$ cat config.mk
export PLATFORM = sky130hd
export DESIGN_NAME = ecl_client
export DESIGN_NICKNAME = d
export VERILOG_FILES = /design/src/common/ecl_pkg.sv /design/src/common/ecl_fifo_if.sv /design/src/rtl/ecl_fifo.sv /design/src/rtl/ecl_client.sv
export VERILOG_INCLUDE_DIRS = /design/src /design/src/common
export SDC_FILE = /design/constraint.sdc
export NUM_CORES = 2
export LEC_CHECK = 0
export ABC_CLOCK_PERIOD_IN_PS = 8600
export BUFFER_PORTS_ARGS = -buffer_cell sky130_fd_sc_hd__buf_2
export CORE_ASPECT_RATIO = 0.75
export CORE_MARGIN = 5
export CORE_UTILIZATION = 62
export DETAILED_ROUTE_END_ITERATION = 8
export GPL_TIMING_DRIVEN = 0
export PLACE_DENSITY = 0.76
export SYNTH_ARGS = -nofsm -noshare
export SYNTH_HDL_FRONTEND = slang
export SYNTH_SLANG_ARGS = --single-unit
$ cat constraint.sdc
create_clock -name clock_i -period 8.6 [get_ports clock_i]
set_input_delay 1.72 -clock clock_i [delete_from_list [all_inputs] [get_ports clock_i]]
set_output_delay 1.72 -clock clock_i [all_outputs]
set_load 0.02 [all_outputs]
$ cat src/common/ecl_cfg.svh
// Purpose: Constants for the Ethernet stream client
// Assumes: Included by package and design files
// Notes:   Guarded against double inclusion
`ifndef ECL_CFG_SVH
`define ECL_CFG_SVH

// ----------------------------------------------------------------
// Lane layout
// ----------------------------------------------------------------
`define ECL_LANE_BITS   8
`define ECL_PARITY_W    8
`define ECL_DATA_W_DEF  64
`define ECL_DATA_W_NAR  32

// ----------------------------------------------------------------
// Buffering
// ----------------------------------------------------------------
`define ECL_FIFO_DEPTH  32

`endif

$ cat src/common/ecl_pkg.sv
// Purpose: Types for the Ethernet stream client
// Assumes: ecl_cfg.svh holds every number
// Notes:   Types only
`include "ecl_cfg.svh"

package ecl_pkg;

	// ------------------------------------------------------------
	// Transmit sequencer states
	// ------------------------------------------------------------
	typedef enum logic [1:0]
	{
		ECL_TX_IDLE,
		ECL_TX_SEND,
		ECL_TX_FLUSH
	} ecl_tx_state_t;

endpackage : ecl_pkg

$ cat src/common/ecl_fifo_if.sv
// Purpose: Valid/ready word channel between client modules
// Assumes: One clock shared by both ends
// Notes:   Write side fills, read side drains
interface ecl_fifo_if #(
	parameter int W = 74
);
	logic           wr_valid;
	logic           wr_ready;
	logic [W-1:0]   wr_data;
	logic           rd_valid;
	logic           rd_ready;
	logic [W-1:0]   rd_data;

	modport fifo_mp
	(
		input  wr_valid,
		input  wr_data,
		output wr_ready,
		output rd_valid,
		output rd_data,
		input  rd_ready
	);

	modport user_mp
	(
		output wr_valid,
		output wr_data,
		input  wr_ready,
		input  rd_valid,
		input  rd_data,
		output rd_ready
	);
endinterface : ecl_fifo_if

$ cat src/rtl/ecl_fifo.sv
// Purpose: Synchronous word FIFO with valid/ready on both sides
// Assumes: DEPTH is a power of two, at least 2
// Notes:   Full and empty come from an occupancy count
`include "ecl_cfg.svh"

module ecl_fifo
	import ecl_pkg::*;
#(
	parameter int W     = 74,
	parameter int DEPTH = `ECL_FIFO_DEPTH
)
(
	// Clock and reset
	input  wire logic   clock_i,
	input  wire logic   reset_i,
	// Channel
	ecl_fifo_if.fifo_mp ch
);
	localparam int AW = $clog2(DEPTH);

	if (DEPTH < 2 || (1 << AW) != DEPTH)
	begin : g_bad_depth
		$error("ecl_fifo: DEPTH must be a power of two >= 2");
	end

	logic [W-1:0]  mem_q [DEPTH];
	logic [AW-1:0] wptr_q;
	logic [AW-1:0] rptr_q;
	logic [AW:0]   count_q;
	logic          push;
	logic          pop;

	assign ch.wr_ready = (count_q != (AW+1)'(DEPTH));
	assign ch.rd_valid = (count_q != '0);
	assign ch.rd_data  = mem_q[rptr_q];
	assign push        = ch.wr_valid && ch.wr_ready;
	assign pop         = ch.rd_valid && ch.rd_ready;

	// ------------------------------------------------------------
	// Storage
	// ------------------------------------------------------------
	always_ff @(posedge clock_i)
	begin
		if (push)
			mem_q[wptr_q] <= ch.wr_data;
	end

	always_ff @(posedge clock_i or posedge reset_i)
	begin
		if (reset_i)
		begin
			wptr_q  <= '0;
			rptr_q  <= '0;
			count_q <= '0;
		end
		else
		begin
			if (push)
				wptr_q <= wptr_q + 1'b1;
			if (pop)
				rptr_q <= rptr_q + 1'b1;
			if (push && !pop)
				count_q <= count_q + 1'b1;
			else if (pop && !push)
				count_q <= count_q - 1'b1;
		end
	end

	// ------------------------------------------------------------
	// Checks
	// ------------------------------------------------------------
	fifo_count_a: assert property (@(posedge clock_i) disable iff (reset_i)
		push && !pop |=> count_q == $past(count_q) + 1'b1)
		else $error("fifo count did not rise on push");

	fifo_empty_a: assert property (@(posedge clock_i) disable iff (reset_i)
		pop && !push && count_q == 1 |=> !ch.rd_valid)
		else $error("fifo not empty after last pop");

endmodule // ecl_fifo

$ cat src/rtl/ecl_client.sv
// Purpose: Client that feeds and drains an Ethernet MAC byte stream
// Assumes: MAC stream ports run on clock_i, same-clock logic
// Notes:   Frames pass a 32-word FIFO before the MAC transmit port
//
// Contract
// - Data buses split into 8-bit lanes; keep bit n marks lane n.
// - Client raises transmit valid together with data and keep.
// - Word accepted only with ready high; held unchanged while ready low.
// - Last marks exactly one accepted transfer; keep gives valid bytes.
// - Valid may stay high across frames; MAC may drop ready anytime.
// - New data may appear while ready low, then stays until ready.
// - Abort is user error bit high with last; frame treated errored.
// - MAC never resends aborted frames; client must requeue them. This client only flags them on usr_tx_aborted_o.
// - Receive client accepts a word every cycle; no ready exists.
// - Client discards a frame that ends with user error high. This client passes its words on and raises usr_rx_drop_o.
// - Client drives 8-bit transmit parity, one bit per lane.
`include "ecl_cfg.svh"

module ecl_client
	import ecl_pkg::*;
#(
	parameter int DATA_W = `ECL_DATA_W_DEF,
	parameter int DEPTH  = `ECL_FIFO_DEPTH
)
(
	// Clock and reset
	input  wire logic                  clock_i,
	input  wire logic                  reset_i,
	// User transmit words
	input  wire logic                  usr_tx_valid_i,
	output logic                       usr_tx_ready_o,
	input  wire logic [DATA_W-1:0]     usr_tx_data_i,
	input  wire logic [DATA_W/8-1:0]   usr_tx_keep_i,
	input  wire logic                  usr_tx_last_i,
	input  wire logic                  usr_tx_abort_i,
	// User transmit status
	output logic                       usr_tx_done_o,
	output logic                       usr_tx_aborted_o,
	output logic                       usr_tx_underrun_o,
	// MAC transmit stream
	output logic                       mac_tx_valid_o,
	input  wire logic                  mac_tx_ready_i,
	output logic [DATA_W-1:0]          mac_tx_data_o,
	output logic [DATA_W/8-1:0]        mac_tx_keep_o,
	output logic                       mac_tx_last_o,
	output logic                       mac_tx_user_o,
	output logic [`ECL_PARITY_W-1:0]   mac_tx_parity_o,
	// MAC receive stream
	input  wire logic                  mac_rx_valid_i,
	input  wire logic [DATA_W-1:0]     mac_rx_data_i,
	input  wire logic [DATA_W/8-1:0]   mac_rx_keep_i,
	input  wire logic                  mac_rx_last_i,
	input  wire logic                  mac_rx_user_i,
	input  wire logic [`ECL_PARITY_W-1:0] mac_rx_parity_i,
	// User receive words
	output logic                       usr_rx_valid_o,
	output logic [DATA_W-1:0]          usr_rx_data_o,
	output logic [DATA_W/8-1:0]        usr_rx_keep_o,
	output logic                       usr_rx_last_o,
	output logic                       usr_rx_good_o,
	output logic                       usr_rx_drop_o,
	output logic                       usr_rx_parity_err_o
);
	localparam int KW = DATA_W / `ECL_LANE_BITS;
	localparam int FW = DATA_W + KW + 2;
	localparam int CW = $clog2(DEPTH + 1);

	if (DATA_W != `ECL_DATA_W_DEF && DATA_W != `ECL_DATA_W_NAR)
	begin : g_bad_width
		$error("ecl_client: DATA_W must be 32 or 64");
	end

	// ------------------------------------------------------------
	// Lane parity
	// ------------------------------------------------------------
	logic [`ECL_PARITY_W-1:0] tx_par;
	logic [`ECL_PARITY_W-1:0] rx_par;
	logic [DATA_W-1:0]        tx_next_data;

	for (genvar n = 0; n < `ECL_PARITY_W; n++)
	begin : g_lane
		if (n < KW)
		begin : g_used
			assign tx_par[n] =
				^tx_next_data[n*`ECL_LANE_BITS +: `ECL_LANE_BITS];
			assign rx_par[n] =
				^mac_rx_data_i[n*`ECL_LANE_BITS +: `ECL_LANE_BITS];
		end
		else
		begin : g_unused
			assign tx_par[n] = 1'b0;
			assign rx_par[n] = 1'b0;
		end
	end

	// ------------------------------------------------------------
	// Transmit FIFO
	// ------------------------------------------------------------
	ecl_fifo_if #(.W(FW)) tx_ch ();

	ecl_fifo #(
		.W     (FW),
		.DEPTH (DEPTH)
	) u_tx_fifo (
		.clock_i (clock_i),
		.reset_i (reset_i),
		.ch      (tx_ch.fifo_mp)
	);

	logic          rd_last;
	logic          rd_abort;
	logic [KW-1:0] rd_keep;

	assign tx_ch.wr_valid = usr_tx_valid_i;
	assign tx_ch.wr_data  = {usr_tx_abort_i, usr_tx_last_i,
	                         usr_tx_keep_i, usr_tx_data_i};
	assign usr_tx_ready_o = tx_ch.wr_ready;
	assign rd_abort       = tx_ch.rd_data[FW-1];
	assign rd_last        = tx_ch.rd_data[FW-2];
	assign rd_keep        = tx_ch.rd_data[DATA_W +: KW];
	assign tx_next_data   = tx_ch.rd_data[DATA_W-1:0];

	// ------------------------------------------------------------
	// Complete frames waiting in the FIFO
	// ------------------------------------------------------------
	logic [CW-1:0] frames_q;
	logic          push_last;
	logic          pop_last;

	assign push_last = tx_ch.wr_valid && tx_ch.wr_ready && usr_tx_last_i;
	assign pop_last  = tx_ch.rd_valid && tx_ch.rd_ready && rd_last;

	always_ff @(posedge clock_i or posedge reset_i)
	begin
		if (reset_i)
			frames_q <= '0;
		else if (push_last && !pop_last)
			frames_q <= frames_q + 1'b1;
		else if (pop_last && !push_last)
			frames_q <= frames_q - 1'b1;
	end

	// ------------------------------------------------------------
	// Transmit sequencer
	// ------------------------------------------------------------
	ecl_tx_state_t state_q;
	logic          in_frame_q;
	logic          accept;
	logic          start;
	logic          underrun;
	logic          load;
	logic          flush;

	// Start only with a whole frame queued, or a full FIFO
	assign start    = (frames_q != '0) || !tx_ch.wr_ready;
	assign accept   = mac_tx_valid_o && mac_tx_ready_i;
	assign underrun = (state_q == ECL_TX_SEND) && in_frame_q
	                  && !mac_tx_valid_o;
	assign load     = tx_ch.rd_valid && (!mac_tx_valid_o || mac_tx_ready_i)
	                  && !underrun
	                  && ((state_q == ECL_TX_SEND)
	                  || (state_q == ECL_TX_IDLE && start));
	assign flush    = (state_q == ECL_TX_FLUSH) && tx_ch.rd_valid;
	assign tx_ch.rd_ready = load || flush;

	always_ff @(posedge clock_i or posedge reset_i)
	begin
		if (reset_i)
			state_q <= ECL_TX_IDLE;
		else
		begin
			case (state_q)
				ECL_TX_IDLE:
					if (load && !rd_last)
						state_q <= ECL_TX_SEND;
				ECL_TX_SEND:
					if (underrun)
						state_q <= ECL_TX_FLUSH;
					else if (load && rd_last)
						state_q <= ECL_TX_IDLE;
				ECL_TX_FLUSH:
					if (flush && rd_last)
						state_q <= ECL_TX_IDLE;
				default:
					state_q <= ECL_TX_IDLE;
			endcase
		end
	end

	// Set by a non-last accepted word, ended by an accepted last
	always_ff @(posedge clock_i or posedge reset_i)
	begin
		if (reset_i)
			in_frame_q <= 1'b0;
		else if (underrun)
			in_frame_q <= 1'b0;
		else if (accept)
			in_frame_q <= !mac_tx_last_o;
	end

	// ------------------------------------------------------------
	// Transmit output stage
	// ------------------------------------------------------------
	always_ff @(posedge clock_i or posedge reset_i)
	begin
		if (reset_i)
		begin
			mac_tx_valid_o  <= 1'b0;
			mac_tx_data_o   <= '0;
			mac_tx_keep_o   <= '0;
			mac_tx_last_o   <= 1'b0;
			mac_tx_user_o   <= 1'b0;
			mac_tx_parity_o <= '0;
		end
		else if (load)
		begin
			mac_tx_valid_o  <= 1'b1;
			mac_tx_data_o   <= tx_next_data;
			mac_tx_keep_o   <= rd_keep;
			mac_tx_last_o   <= rd_last;
			mac_tx_user_o   <= rd_abort && rd_last;
			mac_tx_parity_o <= tx_par;
		end
		else if (accept)
			mac_tx_valid_o  <= 1'b0;
	end

	always_ff @(posedge clock_i or posedge reset_i)
	begin
		if (reset_i)
		begin
			usr_tx_done_o     <= 1'b0;
			usr_tx_aborted_o  <= 1'b0;
			usr_tx_underrun_o <= 1'b0;
		end
		else
		begin
			usr_tx_done_o     <= accept && mac_tx_last_o;
			usr_tx_aborted_o  <= accept && mac_tx_last_o
			                     && mac_tx_user_o;
			usr_tx_underrun_o <= underrun;
		end
	end

	// ------------------------------------------------------------
	// Receive stage, no back-pressure possible
	// ------------------------------------------------------------
	logic [KW-1:0] rx_bad_lane;

	always_comb
	begin
		rx_bad_lane = mac_rx_keep_i
		              & (mac_rx_parity_i[KW-1:0] ^ rx_par[KW-1:0]);
	end

	always_ff @(posedge clock_i or posedge reset_i)
	begin
		if (reset_i)
		begin
			usr_rx_valid_o      <= 1'b0;
			usr_rx_data_o       <= '0;
			usr_rx_keep_o       <= '0;
			usr_rx_last_o       <= 1'b0;
			usr_rx_good_o       <= 1'b0;
			usr_rx_drop_o       <= 1'b0;
			usr_rx_parity_err_o <= 1'b0;
		end
		else
		begin
			usr_rx_valid_o      <= mac_rx_valid_i;
			usr_rx_data_o       <= mac_rx_data_i;
			usr_rx_keep_o       <= mac_rx_keep_i;
			usr_rx_last_o       <= mac_rx_valid_i && mac_rx_last_i;
			usr_rx_good_o       <= mac_rx_valid_i && mac_rx_last_i
			                       && !mac_rx_user_i;
			usr_rx_drop_o       <= mac_rx_valid_i && mac_rx_last_i
			                       && mac_rx_user_i;
			usr_rx_parity_err_o <= mac_rx_valid_i
			                       && (rx_bad_lane != '0);
		end
	end

	// ------------------------------------------------------------
	// Checks
	// ------------------------------------------------------------
	tx_hold_stable_a: assert property (@(posedge clock_i) disable iff (reset_i)
		mac_tx_valid_o && !mac_tx_ready_i |=> mac_tx_valid_o
		&& $stable(mac_tx_data_o) && $stable(mac_tx_keep_o)
		&& $stable(mac_tx_last_o))
		else $error("transmit word changed before ready");

	tx_new_data_a: assert property (@(posedge clock_i) disable iff (reset_i)
		$rose(mac_tx_valid_o) && !mac_tx_ready_i ##1 !mac_tx_ready_i
		|-> $stable(mac_tx_data_o) && $stable(mac_tx_user_o))
		else $error("new transmit data moved while ready low");

	tx_parity_a: assert property (@(posedge clock_i) disable iff (reset_i)
		mac_tx_valid_o |-> mac_tx_parity_o[0] == ^mac_tx_data_o[7:0])
		else $error("transmit lane 0 parity wrong");

	tx_abort_last_a: assert property (@(posedge clock_i) disable iff (reset_i)
		mac_tx_valid_o && mac_tx_user_o |-> mac_tx_last_o)
		else $error("transmit abort without last");

	tx_done_pulse_a: assert property (@(posedge clock_i) disable iff (reset_i)
		accept && mac_tx_last_o |=> usr_tx_done_o ##1 (!usr_tx_done_o
		|| ($past(accept) && $past(mac_tx_last_o))))
		else $error("done pulse missing after last");

	tx_underrun_a: assert property (@(posedge clock_i) disable iff (reset_i)
		accept && !mac_tx_last_o ##1 !mac_tx_valid_o
		|=> usr_tx_underrun_o ##1 state_q == ECL_TX_FLUSH
		|| state_q == ECL_TX_IDLE)
		else $error("mid-frame valid drop not reported");

	rx_good_a: assert property (@(posedge clock_i) disable iff (reset_i)
		mac_rx_valid_i && mac_rx_last_i && !mac_rx_user_i
		|=> usr_rx_good_o && !usr_rx_drop_o && usr_rx_last_o)
		else $error("good frame not reported");

	rx_drop_a: assert property (@(posedge clock_i) disable iff (reset_i)
		mac_rx_valid_i && mac_rx_last_i && mac_rx_user_i
		|=> usr_rx_drop_o && !usr_rx_good_o)
		else $error("bad frame not dropped");

	rx_follow_a: assert property (@(posedge clock_i) disable iff (reset_i)
		mac_rx_valid_i |=> usr_rx_valid_o
		&& usr_rx_data_o == $past(mac_rx_data_i))
		else $error("receive word lost");

endmodule // ecl_client

==> results.cfg <==
[setup_path]
end_kind = flip-flop
critPathRequiredTime_ns = 9.33
crit_fanout = 10
r2r_setup_slack_ns = 2.50
reg2reg_to = mac_tx_parity_o[6]$_DFFE_PP0P_
rr_startpoint = u_tx_fifo.rptr_q[3]$_DFFE_PP0P_
critical_path_arrival_ns = 6.83
worst_setup_path_start_kind = flip-flop
crit_type = reg -> reg
worst-r2r-cell-count = 10

[power_and_ir_drop]
power.density_nw_per_um2 = 367
ir_worst_vdd_mv = 0.285
p_leak_nw = 37.2
p_total_mw = 41.3

[floorplanning]
dieHeight_um = 354
dieArea_um2 = 166000
core_area_um2 = 157000
rows = 126
die_x_um = 469
io_pins = 325
start_util = 0.623

[sta]
holdWs_ns = 0.478
fin_setup_tns_ns = 0
hold_violations = 0
min_period_over_period = 0.710
worst_slew_pin_slew_ns = 1.60
worst_clock_skew_ns = 0.0377
drv_slew = 59
fin_crit_ns = 6.10
relSlewSlack = -0.0690
fmax_ghz = 0.164
finalSetupViolations = 0
grt_setup_unrepaired = no

[job]
cap_violations = 8

[clocking]
cts_root_buf = clkbuf_16
cts_max_level = 4
cts_setup_buffers = 0
cts_made_buffers = 226
clock_latency_ns = 0.91
cts_resized = 0
cts_tree = yes
cts.hold.buffers_added = 0
clock_sinks = 2556
clk_pin_slew_ns = 0.06
max-clock-path-buffers = 3

[final_layout]
multi_input_area_um2 = 20800
final_cell_area_um2 = 113000
fill_cells = 8867
layout_common_cells = edfxtp_1, mux4_2, buf_2
drive_gt1_frac = 0.303
final_net_count = 5378
finalNonFillerCells = 7538
seqCellArea_um2 = 75800
layout_commonest_cell = edfxtp_1
areaGrowthSynthToFinish_pct = 15.1

[worst_hold_path]
min-delay-start = frames_q[5]$_DFFE_PP0P_
hold_path_depth = 1
whs_endpoint = frames_q[5]$_DFFE_PP0P_
hold_path.class = reg -> reg

[detailed_routing]
antenna_left = 0
drt_iter0_drc = 11700
drc = 2
drt_first_pass_iters = 9
vias_per_cell = 7.45
route.vias.total = 56100
wire_per_inst_um = 43.4
drt-total-wl_um = 327000

[global_route]
track_usage = 0.395
grt_pass1_wl_um = 441000
grt_pass1_vias = 54500
grt-ovfl-total = 0
grt_max_degree = 110
antenna_found_initial = 34

[outcome]
violations = design-rule violations, max-capacitance violations, max-slew violations
status = complete, but fails checks

[synthesis]
synth_nets = 4690
yosysWarnings = 0
synth_area_um2 = 97900
ys_async_sr_fraction = 0.0736
synthFlopType = edfxtp_1
ys_seq_area_frac = 0.775
avgSynthCellArea_um2 = 21.7
syn_inst = 4512
ys_ff_latch = 2556
ys_types = 63
synth_edf_count = 2368

[place]
io_buffer_count = 324
dpl.cell_count = 7083
post_dp_cell_area_um2 = 105000
place.gp.congestion = 0.885
dp_hpwl_um = 207000
[power breakdown]
group | total [mW] | internal, mW | switching [mW]
combinational | 16.1 | 5.41 | 10.7
clock | 10.3 | 5.60 | 4.66
sequential | 14.9 | 14.6 | 0.342
total | 41.3 | 25.6 | 15.7
[worst max-delay path, stage by stage (launching register included)]
cell	delay, ns
dfrtp_1	0.48
and2_1	0.17
clkbuf_1	0.86
buf_1	1.07
clkbuf_1	0.92
a22oi_1	0.22
a31oi_1	0.90
xor2_1	0.25
xnor2_1	0.25
xnor2_1	0.67
o21ai_1	0.13
[worst max-delay path by stage]
stage / start / slack [ns] / end / cells after the start
2_1_floorplan: reset_i / 1.77 / frames_q[0]$_DFFE_PP0P_ / 1
3_3_place_gp: usr_tx_valid_i / -3.42 / u_tx_fifo.mem_q[18][19]$_DFFE_PP_ / 5
3_5_place_dp: u_tx_fifo.rptr_q[3]$_DFFE_PP0P_ / 2.91 / mac_tx_parity_o[7]$_DFFE_PP0P_ / 11
4_1_cts: u_tx_fifo.rptr_q[3]$_DFFE_PP0P_ / 2.85 / mac_tx_parity_o[0]$_DFFE_PP0P_ / 10
5_1_grt: u_tx_fifo.rptr_q[2]$_DFFE_PP0P_ / 2.75 / frames_q[5]$_DFFE_PP0P_ / 16
6_report: u_tx_fifo.rptr_q[3]$_DFFE_PP0P_ / 2.50 / mac_tx_parity_o[6]$_DFFE_PP0P_ / 10
[cells by family (layout without fill, tap and decap cells)]
group           count (synthesis)  in the layout  synth area share
mux                           800            800             0.150
compound gates                424            424            0.0305
flops                        2556           2556             0.775
fa+ha+maj                      17             17           0.00233
other cells                     0             27                 0
buf+inv                       258           1145            0.0153
xor+xnor                      133            133            0.0129
simple gates                  324            324            0.0138
[flip-flops by register name, indices dropped and copies added, names as in the netlist, 2 cells and up]
| register | count |
|---|---|
| state_q | 2 |
| u_tx_fifo.rptr_q | 5 |
| mac_tx_data_o | 64 |
| frames_q | 6 |
| usr_rx_keep_o | 8 |
| u_tx_fifo.wptr_q | 5 |
| mac_tx_parity_o | 8 |
| usr_rx_data_o | 64 |
| u_tx_fifo.mem_q | 2368 |
| mac_tx_keep_o | 8 |
| u_tx_fifo.count_q | 6 |
[cell type report]
| type | instances | area share |
|---|---|---|
| flip-flops and latches | 2556 | 0.673 |
| multi-input cells | 1698 | 0.185 |
| clock buffers | 281 | 0.0527 |
| repair buffers | 460 | 0.0398 |
| well taps | 2112 | 0.0235 |
| plain buffers | 247 | 0.0130 |
| clock inverters | 146 | 0.0127 |
| diodes | 27 | 0.000600 |
| inverters | 11 | 0.000433 |
[synth_stat cells, drive strengths merged (15+ instances only)]
| master | n | area (um2) |
|---|---|---|
| a211oi | 15 | 113 |
| a21oi | 33 | 165 |
| a221oi | 30 | 269 |
| a22oi | 70 | 526 |
| buf | 164 | 1140 |
| clkbuf | 83 | 312 |
| dfrtp | 188 | 4700 |
| edfxtp | 2368 | 71100 |
| ha | 15 | 188 |
| mux2 | 137 | 1540 |
| mux2i | 146 | 1470 |
| mux4 | 517 | 11700 |
| nand2 | 187 | 702 |
| nor2 | 71 | 269 |
| nor3 | 18 | 90.1 |
| o21ai | 99 | 495 |
| o221ai | 43 | 377 |
| o22ai | 75 | 488 |
| o31ai | 15 | 168 |
| xnor2 | 110 | 978 |
| xor2 | 17 | 149 |
[metrics by stage]
step	worst slack, ns	util
2_1_floorplan	1.77	-
3_3_place_gp	-3.42	0.650
3_5_place_dp	2.91	0.669
4_1_cts	2.85	0.716
5_1_grt	2.75	0.717
6_report	2.50	0.717
[metal layers]
metal / track usage / share of wire / routed length, um
met1: 0.521 / 0.32 / 104000
met2: 0.554 / 0.43 / 140000
met3: 0.166 / 0.17 / 56400
met4: 0.238 / 0.080 / 26200
met5: 0 / 0.0015 / 507
No activity file was read; power rests on OpenSTA's default activity.
